`src/supply_seq_pkg.sv`:
```
// constants, types and register map of the supply output sequencer
package supply_seq_pkg;

  // ==========================================================================
  // time base
  localparam int unsigned CLK_FREQ_HZ = 200_000_000;
  localparam int unsigned MS_PER_S = 1000;
  localparam int unsigned CYCLES_PER_MS = CLK_FREQ_HZ / MS_PER_S;

  // ==========================================================================
  // sequencing times, all in milliseconds
  localparam int MS_W = 12;
  typedef logic [MS_W-1:0] ms_t;
  localparam ms_t MS_ZERO = 12'h000;
  localparam ms_t MS_ONE = 12'h001;
  localparam ms_t LG_ON_FIRST_MS = 12'h0c8;
  localparam ms_t LG_ON_DIP_MS = 12'h032;
  localparam ms_t LG_OFF_MS = 12'h002;
  localparam ms_t MAIN_ON_DLY_MS = 12'h014;
  localparam ms_t PG_ON_DLY_MS = 12'h096;
  localparam ms_t OFF_DLY_SLOW_MS = 12'h014;
  localparam ms_t OFF_DLY_OC_MS = 12'h00a;
  localparam ms_t OFF_DLY_LINE_MS = 12'h008;
  localparam ms_t SB_HOLD_MS = 12'h010;
  localparam ms_t MIN_OFF_MS = 12'h3e8;

  // ==========================================================================
  // main rail sequencing states
  typedef enum logic [4:0] {
    ST_IDLE     = 5'h01,
    ST_ON_DLY   = 5'h02,
    ST_MAIN_ON  = 5'h04,
    ST_OFF_DLY  = 5'h08,
    ST_OFF_HOLD = 5'h10
  } main_st_t;

  // ==========================================================================
  // register map
  localparam int AXI_ADDR_W = 4;
  localparam int AXI_DATA_W = 32;
  localparam logic [AXI_ADDR_W-1:0] CTRL_OFS = 4'h0;
  localparam logic [AXI_ADDR_W-1:0] STATUS_OFS = 4'h4;
  localparam logic [AXI_ADDR_W-1:0] SHARE_OFS = 4'h8;
  localparam int CTRL_GRANT_BIT = 0;
  localparam logic CTRL_GRANT_RST = 1'b0;
  localparam logic [1:0] RESP_OKAY = 2'h0;
  localparam logic [1:0] RESP_SLVERR = 2'h2;

endpackage

```
`src/tick_if.sv`:
```
// millisecond tick carried from the time base to the sequencer
`timescale 1ns/1ps
interface tick_if;
  logic tick;
  modport src (output tick);
  modport dst (input tick);
endinterface

```
`src/ms_timebase.sv`:
```
// free-running millisecond time base
`timescale 1ns/1ps
module ms_timebase #(
  parameter int unsigned CYCLES_PER_MS = supply_seq_pkg::CYCLES_PER_MS
) (
  input wire logic sys_clk_i,
  input wire logic rst_b_i,
  tick_if.src tb
);

  localparam int CNT_W = $clog2(CYCLES_PER_MS);
  localparam logic [CNT_W-1:0] CNT_LAST = CNT_W'(CYCLES_PER_MS - 1);

  if (CYCLES_PER_MS < 2)
  begin : g_bad_rate
    $error("ms_timebase needs at least two cycles per tick");
  end

  typedef struct packed {
    logic [CNT_W-1:0] cnt;
    logic tick;
  } tb_state_t;

  tb_state_t q;
  tb_state_t n;

  // ==========================================================================
  // counter, cleared at power-up
  always_comb
  begin
    n = q;
    n.tick = (q.cnt == CNT_LAST);
    if (q.cnt == CNT_LAST)
      n.cnt = '0;
    else
      n.cnt = q.cnt + CNT_W'(1);
  end

  always_ff @(posedge sys_clk_i or negedge rst_b_i)
  begin
    if (!rst_b_i)
      q <= '0;
    else
      q <= n;
  end

  assign tb.tick = q.tick;

endmodule

```
`src/supply_output_sequencer.sv`:
```
// sequencer for standby and main rails, status flags and share bus
`timescale 1ns/1ps
module supply_output_sequencer #(
  parameter int unsigned CYCLES_PER_MS = supply_seq_pkg::CYCLES_PER_MS,
  parameter int SHARE_W = 8,
  parameter int TRIM_W = 4,
  parameter int TRIM_MAX = 10
) (
  input wire logic sys_clk_i,
  input wire logic rst_b_i,
  input wire logic line_in_range_i,
  input wire logic main_output_enable_n_i,
  input wire logic hot_unplug_kill_i,
  input wire logic standby_rail_ok_i,
  input wire logic main_rail_above_thr_i,
  input wire logic fan_fail_i,
  input wire logic over_temp_i,
  input wire logic standby_uv_ov_i,
  input wire logic main_over_current_i,
  input wire logic main_short_i,
  input wire logic main_over_voltage_i,
  input wire logic load_low_i,
  input wire logic [SHARE_W-1:0] load_current_i,
  input wire logic standby_permit_line_i,
  input wire logic share_bus_pin_i,
  input wire logic power_good_flag_i,
  output logic standby_rail_en_o,
  output logic main_rail_en_o,
  output logic dcdc_standby_o,
  output logic line_good_flag_o,
  output logic power_good_flag_o,
  output logic power_good_flag_oe_n_o,
  output logic standby_permit_line_o,
  output logic standby_permit_line_oe_n_o,
  output logic share_bus_pin_o,
  output logic share_bus_pin_oe_n_o,
  output logic share_master_o,
  output logic [TRIM_W-1:0] share_trim_o,
  output logic fault_latched_o,
  input wire logic [supply_seq_pkg::AXI_ADDR_W-1:0] s_axi_awaddr,
  input wire logic s_axi_awvalid,
  output logic s_axi_awready,
  input wire logic [supply_seq_pkg::AXI_DATA_W-1:0] s_axi_wdata,
  input wire logic [3:0] s_axi_wstrb,
  input wire logic s_axi_wvalid,
  output logic s_axi_wready,
  output logic [1:0] s_axi_bresp,
  output logic s_axi_bvalid,
  input wire logic s_axi_bready,
  input wire logic [supply_seq_pkg::AXI_ADDR_W-1:0] s_axi_araddr,
  input wire logic s_axi_arvalid,
  output logic s_axi_arready,
  output logic [supply_seq_pkg::AXI_DATA_W-1:0] s_axi_rdata,
  output logic [1:0] s_axi_rresp,
  output logic s_axi_rvalid,
  input wire logic s_axi_rready
);

  localparam int SB_W = $clog2(SHARE_W);
  localparam int AW = supply_seq_pkg::AXI_ADDR_W;
  localparam int DW = supply_seq_pkg::AXI_DATA_W;
  localparam logic [SB_W-1:0] SH_LAST = SB_W'(SHARE_W - 1);
  localparam logic [TRIM_W-1:0] TRIM_TOP = TRIM_W'(TRIM_MAX);

  if (SHARE_W < 2 || TRIM_W < 1 || TRIM_MAX < 1 || TRIM_MAX >= 2**TRIM_W)
  begin : g_bad_param
    $error("supply_output_sequencer share or trim width out of range");
  end

  typedef struct packed {
    supply_seq_pkg::main_st_t st;
    supply_seq_pkg::ms_t main_tmr;
    supply_seq_pkg::ms_t off_lim;
    supply_seq_pkg::ms_t lg_tmr;
    supply_seq_pkg::ms_t sb_tmr;
    supply_seq_pkg::ms_t pg_tmr;
    logic main_en;
    logic lg;
    logic lg_seen;
    logic sb_en;
    logic sb_hold;
    logic pg;
    logic fault;
    logic hs;
    logic grant;
    logic [SHARE_W-1:0] sh_word;
    logic [SB_W-1:0] sh_bit;
    logic sh_lost;
    logic sh_drive;
    logic master;
    logic [TRIM_W-1:0] trim;
    logic awready;
    logic wready;
    logic bvalid;
    logic [1:0] bresp;
    logic arready;
    logic rvalid;
    logic [1:0] rresp;
    logic [DW-1:0] rdata;
  } seq_state_t;

  seq_state_t q;
  seq_state_t n;

  tick_if tb_if ();
  logic tick;
  logic fault_ev;
  logic hard_kill;
  logic main_go;
  logic line_down;
  logic connected;
  logic lost_now;
  logic [DW-1:0] status_word;
  logic [DW-1:0] share_word;

  ms_timebase #(
    .CYCLES_PER_MS(CYCLES_PER_MS)
  ) u_timebase (
    .sys_clk_i(sys_clk_i),
    .rst_b_i(rst_b_i),
    .tb(tb_if.src)
  );

  assign tick = tb_if.tick;
  assign fault_ev = fan_fail_i | over_temp_i | standby_uv_ov_i
                    | main_over_current_i | main_short_i
                    | main_over_voltage_i;
  // these causes cut the rail at once, power-good follows the rail
  assign hard_kill = hot_unplug_kill_i | main_short_i | main_over_voltage_i;
  assign status_word = DW'({q.hs, q.master, q.fault, power_good_flag_i,
                            q.pg, q.lg, q.sb_en, q.main_en, q.st});
  assign share_word = DW'({q.master, q.trim});

  // ==========================================================================
  // next state
  always_comb
  begin
    n = q;
    main_go = 1'b0;
    line_down = 1'b0;
    connected = 1'b0;
    lost_now = 1'b0;

    // fault latch; a new event wins over the clear
    n.fault = fault_ev | (q.fault & ~main_output_enable_n_i);

    // line-good flag, timed on ms ticks
    if (line_in_range_i != q.lg)
    begin
      if (tick)
        n.lg_tmr = q.lg_tmr + supply_seq_pkg::MS_ONE;
    end
    else
      n.lg_tmr = supply_seq_pkg::MS_ZERO;
    if (!q.lg && line_in_range_i && q.lg_tmr >= (q.lg_seen
        ? supply_seq_pkg::LG_ON_DIP_MS : supply_seq_pkg::LG_ON_FIRST_MS))
    begin
      n.lg = 1'b1;
      n.lg_seen = 1'b1;
      n.lg_tmr = supply_seq_pkg::MS_ZERO;
    end
    if (q.lg && !line_in_range_i && q.lg_tmr >= supply_seq_pkg::LG_OFF_MS)
    begin
      n.lg = 1'b0;
      n.lg_tmr = supply_seq_pkg::MS_ZERO;
    end
    line_down = !n.lg && !line_in_range_i;

    // standby rail: holds past line-good, then rests before restart
    if (q.sb_en)
    begin
      if (line_down)
      begin
        if (tick)
          n.sb_tmr = q.sb_tmr + supply_seq_pkg::MS_ONE;
        if (q.sb_tmr >= supply_seq_pkg::SB_HOLD_MS)
        begin
          n.sb_en = 1'b0;
          n.sb_hold = 1'b1;
          n.sb_tmr = supply_seq_pkg::MS_ZERO;
        end
      end
      else
        n.sb_tmr = supply_seq_pkg::MS_ZERO;
    end
    else if (q.sb_hold)
    begin
      if (tick)
        n.sb_tmr = q.sb_tmr + supply_seq_pkg::MS_ONE;
      if (q.sb_tmr >= supply_seq_pkg::MIN_OFF_MS)
      begin
        n.sb_hold = 1'b0;
        n.sb_tmr = supply_seq_pkg::MS_ZERO;
      end
    end
    else if (line_in_range_i)
      n.sb_en = 1'b1;

    // main rail sequencing
    main_go = q.sb_en && standby_rail_ok_i && !main_output_enable_n_i
              && !n.fault && !hot_unplug_kill_i && line_in_range_i;
    case (q.st)
      supply_seq_pkg::ST_IDLE:
      begin
        n.main_tmr = supply_seq_pkg::MS_ZERO;
        if (main_go)
          n.st = supply_seq_pkg::ST_ON_DLY;
      end
      supply_seq_pkg::ST_ON_DLY:
      begin
        if (!main_go)
          n.st = supply_seq_pkg::ST_IDLE;
        else
        begin
          if (tick)
            n.main_tmr = q.main_tmr + supply_seq_pkg::MS_ONE;
          if (q.main_tmr >= supply_seq_pkg::MAIN_ON_DLY_MS)
          begin
            n.st = supply_seq_pkg::ST_MAIN_ON;
            n.main_tmr = supply_seq_pkg::MS_ZERO;
          end
        end
      end
      supply_seq_pkg::ST_MAIN_ON:
      begin
        n.main_tmr = supply_seq_pkg::MS_ZERO;
        if (hard_kill)
          n.st = supply_seq_pkg::ST_OFF_HOLD;
        else if (line_down)
        begin
          n.st = supply_seq_pkg::ST_OFF_DLY;
          n.off_lim = supply_seq_pkg::OFF_DLY_LINE_MS;
        end
        else if (main_over_current_i)
        begin
          n.st = supply_seq_pkg::ST_OFF_DLY;
          n.off_lim = supply_seq_pkg::OFF_DLY_OC_MS;
        end
        else if (main_output_enable_n_i || fan_fail_i || over_temp_i
                 || standby_uv_ov_i)
        begin
          n.st = supply_seq_pkg::ST_OFF_DLY;
          n.off_lim = supply_seq_pkg::OFF_DLY_SLOW_MS;
        end
      end
      supply_seq_pkg::ST_OFF_DLY:
      begin
        // power-good is already down here, the rail follows
        if (hard_kill)
        begin
          n.st = supply_seq_pkg::ST_OFF_HOLD;
          n.main_tmr = supply_seq_pkg::MS_ZERO;
        end
        else
        begin
          if (tick)
            n.main_tmr = q.main_tmr + supply_seq_pkg::MS_ONE;
          if (q.main_tmr >= q.off_lim)
          begin
            n.st = supply_seq_pkg::ST_OFF_HOLD;
            n.main_tmr = supply_seq_pkg::MS_ZERO;
          end
        end
      end
      supply_seq_pkg::ST_OFF_HOLD:
      begin
        // rest wins over a quick re-enable: a late restart is safer
        if (tick)
          n.main_tmr = q.main_tmr + supply_seq_pkg::MS_ONE;
        if (q.main_tmr >= supply_seq_pkg::MIN_OFF_MS)
        begin
          n.st = supply_seq_pkg::ST_IDLE;
          n.main_tmr = supply_seq_pkg::MS_ZERO;
        end
      end
      default:
      begin
        n.st = supply_seq_pkg::ST_IDLE;
        n.main_tmr = supply_seq_pkg::MS_ZERO;
      end
    endcase
    n.main_en = (n.st == supply_seq_pkg::ST_MAIN_ON)
                || (n.st == supply_seq_pkg::ST_OFF_DLY);

    // power-good
    if (n.st == supply_seq_pkg::ST_MAIN_ON && standby_rail_ok_i
        && main_rail_above_thr_i)
    begin
      if (tick && q.pg_tmr < supply_seq_pkg::PG_ON_DLY_MS)
        n.pg_tmr = q.pg_tmr + supply_seq_pkg::MS_ONE;
    end
    else
      n.pg_tmr = supply_seq_pkg::MS_ZERO;
    n.pg = (n.st == supply_seq_pkg::ST_MAIN_ON) && standby_rail_ok_i
           && main_rail_above_thr_i
           && q.pg_tmr >= supply_seq_pkg::PG_ON_DLY_MS;

    // hot standby drops the moment any permission goes away
    n.hs = standby_permit_line_i && load_low_i && q.grant && !n.fault
           && n.st == supply_seq_pkg::ST_MAIN_ON;

    // share bus arbitration, one bit per ms, value 1 pulls the bus low
    connected = n.main_en && !n.fault && !n.hs;
    if (!connected)
    begin
      n.sh_bit = '0;
      n.sh_lost = 1'b0;
      n.sh_drive = 1'b0;
      n.sh_word = '0;
      n.master = 1'b0;
      n.trim = '0;
    end
    else if (tick)
    begin
      lost_now = q.sh_lost || (!q.sh_drive && !share_bus_pin_i);
      if (q.sh_bit == SH_LAST)
      begin
        n.master = !lost_now;
        if (!lost_now)
          n.trim = '0;
        else if (q.trim < TRIM_TOP)
          n.trim = q.trim + TRIM_W'(1);
        n.sh_bit = '0;
        n.sh_lost = 1'b0;
        n.sh_word = load_current_i;
        n.sh_drive = load_current_i[SHARE_W-1];
      end
      else
      begin
        n.sh_bit = q.sh_bit + SB_W'(1);
        n.sh_lost = lost_now;
        n.sh_word = {q.sh_word[SHARE_W-2:0], 1'b0};
        n.sh_drive = !lost_now && q.sh_word[SHARE_W-2];
      end
    end

    // register bus, write channel
    n.awready = 1'b0;
    n.wready = 1'b0;
    if (!q.awready && !q.bvalid && s_axi_awvalid && s_axi_wvalid)
    begin
      n.awready = 1'b1;
      n.wready = 1'b1;
    end
    if (q.awready)
    begin
      n.bvalid = 1'b1;
      n.bresp = supply_seq_pkg::RESP_OKAY;
      if (s_axi_awaddr[AW-1:2] == supply_seq_pkg::CTRL_OFS[AW-1:2])
      begin
        if (s_axi_wstrb[0])
          n.grant = s_axi_wdata[supply_seq_pkg::CTRL_GRANT_BIT];
      end
      else if (s_axi_awaddr[AW-1:2] != supply_seq_pkg::STATUS_OFS[AW-1:2]
               && s_axi_awaddr[AW-1:2] != supply_seq_pkg::SHARE_OFS[AW-1:2])
        n.bresp = supply_seq_pkg::RESP_SLVERR;
    end
    else if (q.bvalid && s_axi_bready)
      n.bvalid = 1'b0;

    // register bus, read channel
    n.arready = !q.arready && !q.rvalid && s_axi_arvalid;
    if (q.arready)
    begin
      n.rvalid = 1'b1;
      n.rresp = supply_seq_pkg::RESP_OKAY;
      if (s_axi_araddr[AW-1:2] == supply_seq_pkg::CTRL_OFS[AW-1:2])
        n.rdata = DW'(q.grant);
      else if (s_axi_araddr[AW-1:2] == supply_seq_pkg::STATUS_OFS[AW-1:2])
        n.rdata = status_word;
      else if (s_axi_araddr[AW-1:2] == supply_seq_pkg::SHARE_OFS[AW-1:2])
        n.rdata = share_word;
      else
      begin
        n.rdata = '0;
        n.rresp = supply_seq_pkg::RESP_SLVERR;
      end
    end
    else if (q.rvalid && s_axi_rready)
      n.rvalid = 1'b0;
  end

  always_ff @(posedge sys_clk_i or negedge rst_b_i)
  begin
    if (!rst_b_i)
    begin
      q <= '0;
      q.st <= supply_seq_pkg::ST_IDLE;
      q.grant <= supply_seq_pkg::CTRL_GRANT_RST;
    end
    else
      q <= n;
  end

  // ==========================================================================
  // outputs, open-drain pins only ever pull low
  assign standby_rail_en_o = q.sb_en;
  assign main_rail_en_o = q.main_en;
  assign dcdc_standby_o = q.hs;
  assign line_good_flag_o = q.lg;
  assign power_good_flag_o = 1'b0;
  assign power_good_flag_oe_n_o = q.pg;
  assign standby_permit_line_o = 1'b0;
  assign standby_permit_line_oe_n_o = !q.fault;
  assign share_bus_pin_o = 1'b0;
  assign share_bus_pin_oe_n_o = !q.sh_drive;
  assign share_master_o = q.master;
  assign share_trim_o = q.trim;
  assign fault_latched_o = q.fault;
  assign s_axi_awready = q.awready;
  assign s_axi_wready = q.wready;
  assign s_axi_bresp = q.bresp;
  assign s_axi_bvalid = q.bvalid;
  assign s_axi_arready = q.arready;
  assign s_axi_rdata = q.rdata;
  assign s_axi_rresp = q.rresp;
  assign s_axi_rvalid = q.rvalid;

  // ==========================================================================
  // checks, with ms counters that only they read
  localparam supply_seq_pkg::ms_t A_SB_MAIN_MIN = 12'h00a;
  localparam supply_seq_pkg::ms_t A_PG_MIN = 12'h064;
  localparam supply_seq_pkg::ms_t A_LG_OFF_MAX = 12'h005;
  supply_seq_pkg::ms_t a_off_ms;
  supply_seq_pkg::ms_t a_sb_ms;
  supply_seq_pkg::ms_t a_on_ms;
  supply_seq_pkg::ms_t a_lgbad_ms;

  always_ff @(posedge sys_clk_i or negedge rst_b_i)
  begin
    if (!rst_b_i)
    begin
      a_off_ms <= supply_seq_pkg::MIN_OFF_MS;
      a_sb_ms <= supply_seq_pkg::MS_ZERO;
      a_on_ms <= supply_seq_pkg::MS_ZERO;
      a_lgbad_ms <= supply_seq_pkg::MS_ZERO;
    end
    else
    begin
      if (main_rail_en_o)
        a_off_ms <= supply_seq_pkg::MS_ZERO;
      else if (tick && a_off_ms < supply_seq_pkg::MIN_OFF_MS)
        a_off_ms <= a_off_ms + supply_seq_pkg::MS_ONE;
      if (!(standby_rail_en_o && standby_rail_ok_i))
        a_sb_ms <= supply_seq_pkg::MS_ZERO;
      else if (tick && a_sb_ms < A_SB_MAIN_MIN)
        a_sb_ms <= a_sb_ms + supply_seq_pkg::MS_ONE;
      if (!main_rail_en_o)
        a_on_ms <= supply_seq_pkg::MS_ZERO;
      else if (tick && a_on_ms < A_PG_MIN)
        a_on_ms <= a_on_ms + supply_seq_pkg::MS_ONE;
      if (!(line_good_flag_o && !line_in_range_i))
        a_lgbad_ms <= supply_seq_pkg::MS_ZERO;
      else if (tick && a_lgbad_ms < A_LG_OFF_MAX)
        a_lgbad_ms <= a_lgbad_ms + supply_seq_pkg::MS_ONE;
    end
  end
endmodule

```
`config.mk`:
```
export PLATFORM = sky130hd
export DESIGN_NAME = supply_output_sequencer
export DESIGN_NICKNAME = d
export VERILOG_FILES = /design/src/supply_seq_pkg.sv /design/src/tick_if.sv /design/src/ms_timebase.sv /design/src/supply_output_sequencer.sv
export SDC_FILE = /design/constraint.sdc
export NUM_CORES = 1
export LEC_CHECK = 0
export BUFFER_PORTS_ARGS = -buffer_cell sky130_fd_sc_hd__buf_2
export CAP_MARGIN = 15
export CORE_MARGIN = 2
export CORE_UTILIZATION = 40
export CTS_CLUSTER_DIAMETER = 30
export DETAILED_ROUTE_END_ITERATION = 12
export PLACE_DENSITY = 0.65
export SETUP_SLACK_MARGIN = 0.05
export SLEW_MARGIN = 30
export SYNTH_ARGS = -nofsm -noshare
export SYNTH_HDL_FRONTEND = slang
export SYNTH_SLANG_ARGS = --single-unit
```
`constraint.sdc`:
```
create_clock -name sys_clk_i -period 7.45 [get_ports sys_clk_i]
set_input_delay 1.49 -clock sys_clk_i [delete_from_list [all_inputs] [get_ports sys_clk_i]]
set_output_delay 1.49 -clock sys_clk_i [all_outputs]
set_load 0.01 [all_outputs]
```
==> results of run 1 <==
## logic make-up (layout without fill, tap and decap cells)
logic type / Yosys count / count (layout) / synth area share (%)
fa+ha+maj: 23 / 23 / 4.483
buf+inv: 101 / 139 / 8.614
flops: 120 / 120 / 46.79
compound gates: 96 / 96 / 10.33
simple gates: 272 / 272 / 20.72
xor+xnor: 51 / 51 / 6.958
other cells: 1 / 24 / 0.05841
mux: 13 / 13 / 2.046
## how the worst max path moves through the flow
| stage | from | endpoint |
|---|---|---|
| after floorplan | fan_fail_i | share_trim_o[2] |
| after global placement | fan_fail_i | q[54] |
| after detailed placement | fan_fail_i | q[46] |
| after CTS | fan_fail_i | q[46] |
| after global routing | fan_fail_i | q[53] |
| final | fan_fail_i | q[46] |
## state kept, by name, summed over array words and instances (netlist names), 4 cells and up
name,flops
q,71
u_timebase.q,18
s_axi_rdata,13
share_trim_o,4
## layout by cell type (no fill, tap or decap), types with 17 or more instances in the layout
cell and instances:
xor2_1 31, nand2_1 38, inv_1 36, clkbuf_16 17, dfrtp_1 119, ha_1 23
nand4_1 20, nand3_1 37, o21ai_0 24, xnor2_1 20, conb_1 24, nor2_1 100
nor3_1 21, a21oi_1 20, buf_2 67
## metrics by stage
step | util, % | hold slack, ns | instance area (µm²) | setup WS [ns]
floorplan | - | 0.4329 | 6506 | 4.119
global placement | 42.64 | 0.4392 | 6724 | 3.687
detailed placement | 42.67 | 0.4459 | 6729 | 3.654
CTS | 46.22 | 0.4546 | 7289 | 4.095
global route | 46.22 | 0.4833 | 7289 | 3.786
finish | 46.22 | 0.4561 | 7289 | 4.114
## power breakdown
group	leakage [nW]	switching (mW)	internal [mW]
logic	1.45	0.107	0.0615
registers	1.62	0.0340	0.681
clock network	0.261	0.294	0.474
## layout make-up
| cell class | count | area (µm²) | area share, % |
|---|---|---|---|
| sequential | 120 | 3004 | 41.21 |
| multi-input combinational | 479 | 2954 | 40.53 |
| clock buffer | 21 | 460.4 | 6.317 |
| timing repair buffer | 71 | 365.4 | 5.012 |
| tap | 216 | 270.3 | 3.708 |
| inverter | 36 | 135.1 | 1.854 |
| clock inverter | 11 | 100.1 | 1.373 |
## per-layer routing
layer | vias up | track usage [%] | part of all wire, %
li1 | 2371 | - | -
met1 | 2274 | 23.00 | 51
met2 | 88 | 24.45 | 44
met3 | 16 | 3.990 | 3.8
met4 | 0 | 5.757 | 1.7
met5 | - | 0 | 0
## worst max-delay path: cells and delay by family
family	cells	cell delay (ns)
AOI/OAI and AO/OA	4	1.30
buffers and inverters	1	0.09
and+or+nand+nor	2	0.73
==> metrics.md, run 1 <==
| Metric | Value |
|---|---|
| Outcome | `finished clean` |
| Input/output buffers | `68` |
| Largest stage delay, worst path | `0.46 ns` |
| Cts hold-fix bufs | `0` |
| Site Rows | `46` |
| Die height | `130.7 µm` |
| Vias in the first global route | `4,602` |
| Hold wc startpoint | `s_axi_bvalid` |
| Drt total wl | `12,840 µm` |
| Internal reg-to-reg setup slack | `4.72 ns` |
| Clock Root Buffer | `clkbuf_16` |
| Worst endpoint required time | `7.74 ns` |
| Layout cells sized above 1 | `15.31%` |
| Top-count cell post-synth | `dfrtp_1` |
| Antenna violations before repair | `0` |
| Type of origin of the critical path | `input pin` |
| VDD IR max | `165.4 µV` |
| Gr usage total | `16.27%` |
| Category of the most critical setup path | `in -> reg` |
| Yosys top cell area share | `46.38%` |
| Final setup fails | `0` |
| Worst hold stages | `1` |
| Vias | `4,749` |
| Largest area contributor in the netlist | `dfrtp_1` |
| Starting DRT DRC Count | `304` |
| DPL Wire Length | `8832 µm` |
| Largest cells by area after synthesis | `dfrtp_1 (46%), nor2_1 (5.8%), buf_4 (5.1%), ha_1 (4.5%), xor2_1 (4.2%)` |
| Top cells by count, synth | `dfrtp_1 (119), nor2_1 (100), buf_4 (44)` |
| Netlist cell types | `62` |
| Layout area overhead | `13.55%` |
| Syn avg cell area | `9.483 µm²` |
| Reg-to-reg startpoint | `q[102]` |
| Sequential element share of the synthesized area | `46.79%` |
| Final Hold Fails | `0` |
| Sink Count | `120` |
| Die X | `130.7 µm` |
| Clock Latency Late Sink | `0.42 ns` |
| Fill cell count | `1,513` |
| Clk_skew | `0.005322 ns` |
| Worst Path Arrival | `3.63 ns` |
| Post-route total power | `1.652 mW` |
| Core Area | `15,770 µm²` |
| Reg-to-Reg End | `q[46]` |
| Syn Std Cell Area | `6420 µm²` |
| Async SR Flop Fraction | `100.0%` |
| Synth Instances | `677` |
| Setup TNS | `0 ns` |
| CTS Buffer Depth | `2` |
| NumNets Final | `822` |
| Worst slew margin | `36.44%` |
| FF-to-FF path depth | `6` |
| Leak | `3.332 nW` |
| Worst hold path type | `reg -> reg` |
| # H-tree levels | `4` |
| CTS buffer count | `17` |
| Largest net degree at the start of global routing | `65` |
| Period utilization | `44.78%` |
| Post-synth top flop | `dfrtp_1` |
| Worst Setup End Kind | `register` |
| Initial Util | `40.71%` |
| Crit-path cells | `buf_2 -> nor4_1 -> o211ai_1 -> nor2_1 -> o211ai_1 -> a31o_2 -> a2111oi_0` |
| # diodes | `0` |
| Post-route insts no fill | `954` |
| Number of max-cap violations | `0` |
| RSZ-0062 raised after global routing | `false` |
| Worst-path clk slew | `0.06 ns` |
| Synth warn | `0` |
| CP most frequent cell | `o211ai_1` |
| Slew Viols, Final | `0` |
| Post-route DRC | `0` |
| TritonCTS clock tree | `yes` |
| DRT Pass-1 Iters | `4` |
| Slowest CP cell | `nor4_1` |
| P per Cell Area | `226.6 nW/µm²` |
| First-pass GRT wire length | `21,910 µm` |
| Post-CTS sizing | `0` |
| Min Tclk post-route | `3.336 ns` |
| Hold EP | `s_axi_awready` |
| Critical path peak fanout | `17` |
| GRT Residual Overflow | `0` |
| Die area | `17,080 µm²` |
| Vias per Instance | `4.978` |
| I/O pin count | `131` |
| Average routed wire per standard cell | `13.46 µm` |
| Post-synth EDFFs | `0` |
| Register bit count reported by yosys | `120` |
| Highest clock rate | `299.7 MHz` |
| Worst Tran Pin Value | `0.9514 ns` |
| Gpl congestion | `0.7785` |
| Antenna Nets Post-Route | `0` |
| Number of setup buffers added after CTS | `0` |
| Placed Instances | `922` |
Note: power is estimated with default switching activity, not from simulation.
==> inputs of run 2 (changes only) <==
PLACE_DENSITY = 0.68   (was 0.65)
clock period = 2.94 ns   (was 7.45 ns; I/O delays follow)
==> metrics.md, run 2 (synthesis results as in run 1) <==
| Metric | Value |
|---|---|
| Outcome | `finished clean` |
| CTS Buffer Depth | `2` |
| Starting DRT DRC Count | `351` |
| Die X | `130.7 µm` |
| Drt total wl | `13,110 µm` |
| Clock Root Buffer | `clkbuf_16` |
| Placed Instances | `930` |
| Site Rows | `46` |
| Number of max-cap violations | `0` |
| Vias in the first global route | `4,581` |
| # H-tree levels | `4` |
| DPL Wire Length | `9219 µm` |
| CTS buffer count | `17` |
| Clock Latency Late Sink | `0.42 ns` |
| Layout area overhead | `15.20%` |
| P per Cell Area | `579.2 nW/µm²` |
| Internal reg-to-reg setup slack | `0.32 ns` |
| VDD IR max | `387.9 µV` |
| Seq pwr share | `42.3%` |
| Setup TNS | `0 ns` |
| Post-route insts no fill | `962` |
| Slew Viols, Final | `0` |
| Post-CTS sizing | `0` |
| P_int | `3.196 mW` |
| Most frequent cells in the layout | `dfrtp_1 (119), nor2_1 (100), buf_2 (67)` |
| Largest net degree at the start of global routing | `71` |
| TritonCTS clock tree | `yes` |
| I/O pin count | `131` |
| Combinational Power Share | `10.1%` |
| Max reg flops | `71` |
| Clock share of power | `47.7%` |
| Final Hold Fails | `0` |
| Largest stage delay, worst path | `0.59 ns` |
| Sw power | `1.087 mW` |
| Worst Path Arrival | `2.94 ns` |
| Gpl congestion | `0.8451` |
| Type of origin of the critical path | `register` |
| Largest Register | `q` |
| GRT Residual Overflow | `0` |
| Average routed wire per standard cell | `13.63 µm` |
| Leak | `3.393 nW` |
| Antenna violations before repair | `0` |
| Antenna Nets Post-Route | `0` |
| Worst Setup End Kind | `register` |
| Slowest CP cell | `or4_1` |
| Worst-path clk slew | `0.06 ns` |
| Highest clock rate | `382.0 MHz` |
| Critical path peak fanout | `13` |
| Buf/Inv on CP | `0` |
| Leading cell type in the layout, fill and taps excluded | `dfrtp_1` |
| Worst endpoint required time | `3.26 ns` |
| Post-route DRC | `0` |
| DRT Pass-1 Iters | `5` |
| Input/output buffers | `68` |
| Worst hold path type | `in -> async` |
| Worst slew margin | `44.72%` |
| Crit-path cells | `or4_1 -> o31ai_2 -> o21ai_1 -> a2111o_1 -> a21o_1 -> a211oi_1` |
| Switching share of total power | `25.38%` |
| Clk_skew | `0.01095 ns` |
| RSZ-0062 raised after global routing | `false` |
| # diodes | `0` |
| NumNets Final | `830` |
| Die area | `17,080 µm²` |
| Core Area | `15,770 µm²` |
| Vias per Instance | `5.040` |
| Layout cells sized above 1 | `16.35%` |
| Vias | `4,848` |
| Reg-to-Reg End | `q[69]` |
| Cell family with most CP delay | `compound AO/OA/AOI/OAI gates` |
| Gr usage total | `16.37%` |
| First-pass GRT wire length | `21,980 µm` |
| Period utilization | `89.04%` |
| Min Tclk post-route | `2.618 ns` |
| Die height | `130.7 µm` |
| Number of setup buffers added after CTS | `0` |
| Cts hold-fix bufs | `0` |
| Sink Count | `120` |
| Category of the most critical setup path | `reg -> reg` |
| FF-to-FF path depth | `6` |
| Initial Util | `40.71%` |
| Worst Tran Pin Value | `0.8292 ns` |
| Final setup fails | `0` |
| Reg-to-reg startpoint | `q[102]` |
-- run 2: layer usage --
metal / vias to the layer above / wire length (µm) / share of wire (%) / global-route usage [%]
met2: 115 / 5946 / 45 / 25.25
met5: - / 0 / 0 / 0
li1: 2400 / - / - / -
met1: 2314 / 6315 / 48 / 22.39
met4: 0 / 195 / 1.5 / 5.945
met3: 19 / 651 / 5.0 / 4.235
-- run 2: worst reg2reg max path: cells and delay by family, from the launching register on --
kind | cells | cell delay [ns]
compound gates | 5 | 1.55
simple gates | 1 | 0.59
flops | 1 | 0.39
-- run 2: final cells by class --
cell class / instances / area, µm²
clock buffers: 21 / 470.5
clock inverters: 11 / 121.4
fillers: 1504 / 8374
inverters: 36 / 135.1
multi-input cells: 479 / 2957
flip-flops and latches: 120 / 3004
well taps: 216 / 270.3
repair buffers: 79 / 437.9
-- run 2: per-stage QoR --
| stage | hold WS, ns | utilization [%] | area [µm²] | power (mW) | worst slack [ns] |
|---|---|---|---|---|---|
| 3_5_place_dp | 0.4465 | 43.10 | 6797 | 2.276 | 0.08262 |
| 3_3_place_gp | 0.4444 | 43.10 | 6797 | 2.266 | 0.1766 |
| 5_1_grt | 0.1337 | 46.90 | 7396 | 4.492 | 0.1484 |
| 6_report | 0.1109 | 46.90 | 7396 | 4.284 | 0.3221 |
| 4_1_cts | 0.1115 | 46.85 | 7388 | 4.338 | 0.2791 |
| 2_1_floorplan | 0.2924 | - | 6506 | 2.161 | 0.5108 |
-- run 2: power groups by stage --
stage / Combinational (mW) / Clock [mW] / Sequential [mW]
global placement: 0.422 / 0 / 1.84
floorplan: 0.352 / 0 / 1.81
global route: 0.503 / 2.16 / 1.83
CTS: 0.439 / 2.09 / 1.81
detailed placement: 0.437 / 0 / 1.84
finish: 0.431 / 2.04 / 1.81
-- run 2: worst max-delay path by stage --
stage / start / end / slack, ns / cells past startpoint
3_5_place_dp: fan_fail_i / q[46] / 0.08 / 7
5_1_grt: q[102] / q[53] / 0.15 / 7
2_1_floorplan: fan_fail_i / share_trim_o[2] / 0.51 / 7
3_3_place_gp: fan_fail_i / q[53] / 0.18 / 7
6_report: q[102] / q[69] / 0.32 / 6
4_1_cts: q[102] / q[53] / 0.28 / 7
==> inputs of run 3 (changes only) <==
ABC_AREA = 1   (was unset)
PLACE_DENSITY = 0.67   (was 0.68)
==> metrics.md, run 3 <==
| Metric | Value |
|---|---|
| Combinational Power Share | `5.9%` |
| Syn Std Cell Area | `6631 µm²` |
| Die X | `132.8 µm` |
| Gpl congestion | `0.8345` |
| P per Cell Area | `534.6 nW/µm²` |
| # H-tree levels | `4` |
| VDD IR max | `409.9 µV` |
| Worst slew margin | `57.94%` |
| TritonCTS clock tree | `yes` |
| Leading cell type in the layout, fill and taps excluded | `nand2_1` |
| DRT Pass-1 Iters | `5` |
| Min Tclk post-route | `2.493 ns` |
| Worst hold path type | `in -> async` |
| Clock Root Buffer | `clkbuf_16` |
| Final Hold Fails | `0` |
| Largest net degree at the start of global routing | `62` |
| Highest clock rate | `401.1 MHz` |
| Slew Viols, Final | `0` |
| Netlist cell types | `52` |
| NumNets Final | `956` |
| Number of max-cap violations | `0` |
| Min setup slack post-route | `0.4468 ns` |
| Gr usage total | `15.60%` |
| Core Area | `16,410 µm²` |
| Register bit count reported by yosys | `120` |
| Layout cells sized above 1 | `15.71%` |
| Input/output buffers | `68` |
| Worst Setup End Kind | `register` |
| Switching share of total power | `22.03%` |
| Simple-gate share of the synthesized area | `24.72%` |
| Period utilization | `84.80%` |
| P_int | `3.182 mW` |
| CTS buffer count | `17` |
| Cts hold-fix bufs | `0` |
| Vias | `5,107` |
| Synth warn | `0` |
| Worst-path clk slew | `0.05 ns` |
| GRT Residual Overflow | `0` |
| Clock share of power | `51.9%` |
| Post-CTS sizing | `0` |
| First-pass GRT wire length | `22,140 µm` |
| Most frequent cells in the layout | `nand2_1 (140), inv_1 (128), dfrtp_1 (119)` |
| Sequential element share of the synthesized area | `45.30%` |
| Antenna violations before repair | `0` |
| Clock Latency Late Sink | `0.42 ns` |
| Outcome | `finished clean` |
| # diodes | `0` |
| Initial Util | `40.42%` |
| CTS Buffer Depth | `2` |
| Largest cells by area after synthesis | `dfrtp_1 (45%), nand2_1 (7.9%), inv_1 (7.2%), buf_4 (5.2%), nor2_1 (4.8%)` |
| Worst Tran Pin Value | `0.6302 ns` |
| Syn avg cell area | `8.341 µm²` |
| Vias in the first global route | `4,769` |
| Worst Path Arrival | `2.83 ns` |
| I/O pin count | `131` |
| Post-synthesis compound-gate area fraction | `8.604%` |
| Max reg flops | `71` |
| Antenna Nets Post-Route | `0` |
| Site Rows | `47` |
| Top cells by count, synth | `nand2_1 (140), inv_1 (128), dfrtp_1 (119)` |
| Worst endpoint required time | `3.28 ns` |
| Post-synth top flop | `dfrtp_1` |
| Type of origin of the critical path | `register` |
| Leak | `3.812 nW` |
| Vias per Instance | `4.677` |
| Die height | `132.8 µm` |
| Final setup fails | `0` |
| Category of the most critical setup path | `reg -> reg` |
| Largest area contributor in the netlist | `dfrtp_1` |
| Placement Setup Slack | `0.4195 ns` |
| Number of setup buffers added after CTS | `0` |
| Post-route DRC | `0` |
| Yosys top cell area share | `44.91%` |
| DPL Wire Length | `9661 µm` |
| Largest Register | `q` |
| Seq pwr share | `42.3%` |
| Largest family of logic cells by synthesized area | `simple AND/OR/NAND/NOR gates` |
| Post-synth EDFFs | `0` |
| Sink Count | `120` |
| Critical path peak fanout | `7` |
| Starting DRT DRC Count | `275` |
| Async SR Flop Fraction | `100.0%` |
| Layout area overhead | `15.09%` |
| Setup TNS | `0 ns` |
| Die area | `17,620 µm²` |
| XOR/XNOR share of the synthesized area | `3.962%` |
| Sw power | `0.8989 mW` |
| Adder-Cell Fraction of Synth Area | `4.340%` |
| Mux cell area share after synthesis | `0%` |
| Synth Instances | `795` |
| Average routed wire per standard cell | `11.78 µm` |
| Clk_skew | `0.009510 ns` |
| Drt total wl | `12,870 µm` |
| Internal reg-to-reg setup slack | `0.45 ns` |
| RSZ-0062 raised after global routing | `false` |
| Top-count cell post-synth | `nand2_1` |
[run 3: worst paths after layout]
kind,end,depth (start not counted),from
max,q[48],19,q[65]
min,q[101],1,rst_b_i
max reg2reg,q[48],19,q[65]
min reg2reg,s_axi_arready,1,s_axi_rvalid
max in group asynchronous,q[75],2,rst_b_i
min in group sys_clk_i,s_axi_bvalid,2,s_axi_bready
[run 3: metrics by stage]
| step | hold slack [ns] | std cells | util (%) | power [mW] | instance area (µm²) |
|---|---|---|---|---|---|
| after detailed placement | 0.4282 | 1060 | 42.81 | 1.996 | 7024 |
| after global routing | 0.09078 | 1092 | 46.52 | 4.254 | 7632 |
| final | 0.07014 | 1092 | 46.52 | 4.081 | 7632 |
| after global placement | 0.4372 | 1060 | 42.81 | 1.993 | 7024 |
| after CTS | 0.07721 | 1092 | 46.52 | 4.137 | 7632 |
| after floorplan | 0.2924 | 818 | - | 1.923 | 6718 |
[run 3: power by group through the flow]
stage                     sequential [mW]  combinational [mW]  clock (mW)
after floorplan                      1.75               0.176           0
after global placement               1.75               0.243           0
after detailed placement             1.75               0.245           0
after CTS                            1.72               0.247        2.17
after global routing                 1.73               0.274        2.25
final                                1.72               0.239        2.12
[run 3: area by class of cell]
class	count	area, µm²
Clock buffer	23	488.0
Sequential cell	120	3004
Inverter	131	494.2
Clock inverter	9	120.1
Multi-Input combinational cell	515	2850
Fill cell	1612	8775
Tap cell	220	275.3
Timing Repair Buffer	74	400.4
[run 3: layer usage]
metal | up-vias | track usage [%] | part of all wire (%)
li1 | 2621 | - | -
met1 | 2396 | 19.42 | 46
met2 | 82 | 26.02 | 49
met3 | 8 | 4.828 | 4.0
met4 | 0 | 4.839 | 0.82
met5 | - | 0 | 0
[run 3: critical path: stages, from the launching register on]
cell     delay (ns)
dfrtp_1        0.44
inv_1          0.11
ha_1           0.33
nand2_1        0.07
nand2_1        0.05
nand2_1        0.05
nand2_1        0.04
nor2_1         0.08
nand2_1        0.07
nand2_1        0.07
nand2_1        0.06
nand2_2        0.07
nand2_2        0.10
nand3_4        0.10
nand2_4        0.10
a21oi_4        0.20
nand2_4        0.12
nor2_4         0.18
nand3_1        0.11
o21ai_2        0.07
[run 3: kinds of logic (layout without fill, tap and decap cells)]
kind of cell,after synthesis,count (layout)
fa+ha+maj,23,23
other cells,1,24
flops,120,120
simple gates,349,349
xor+xnor,30,30
buf+inv,183,237
compound gates,89,89
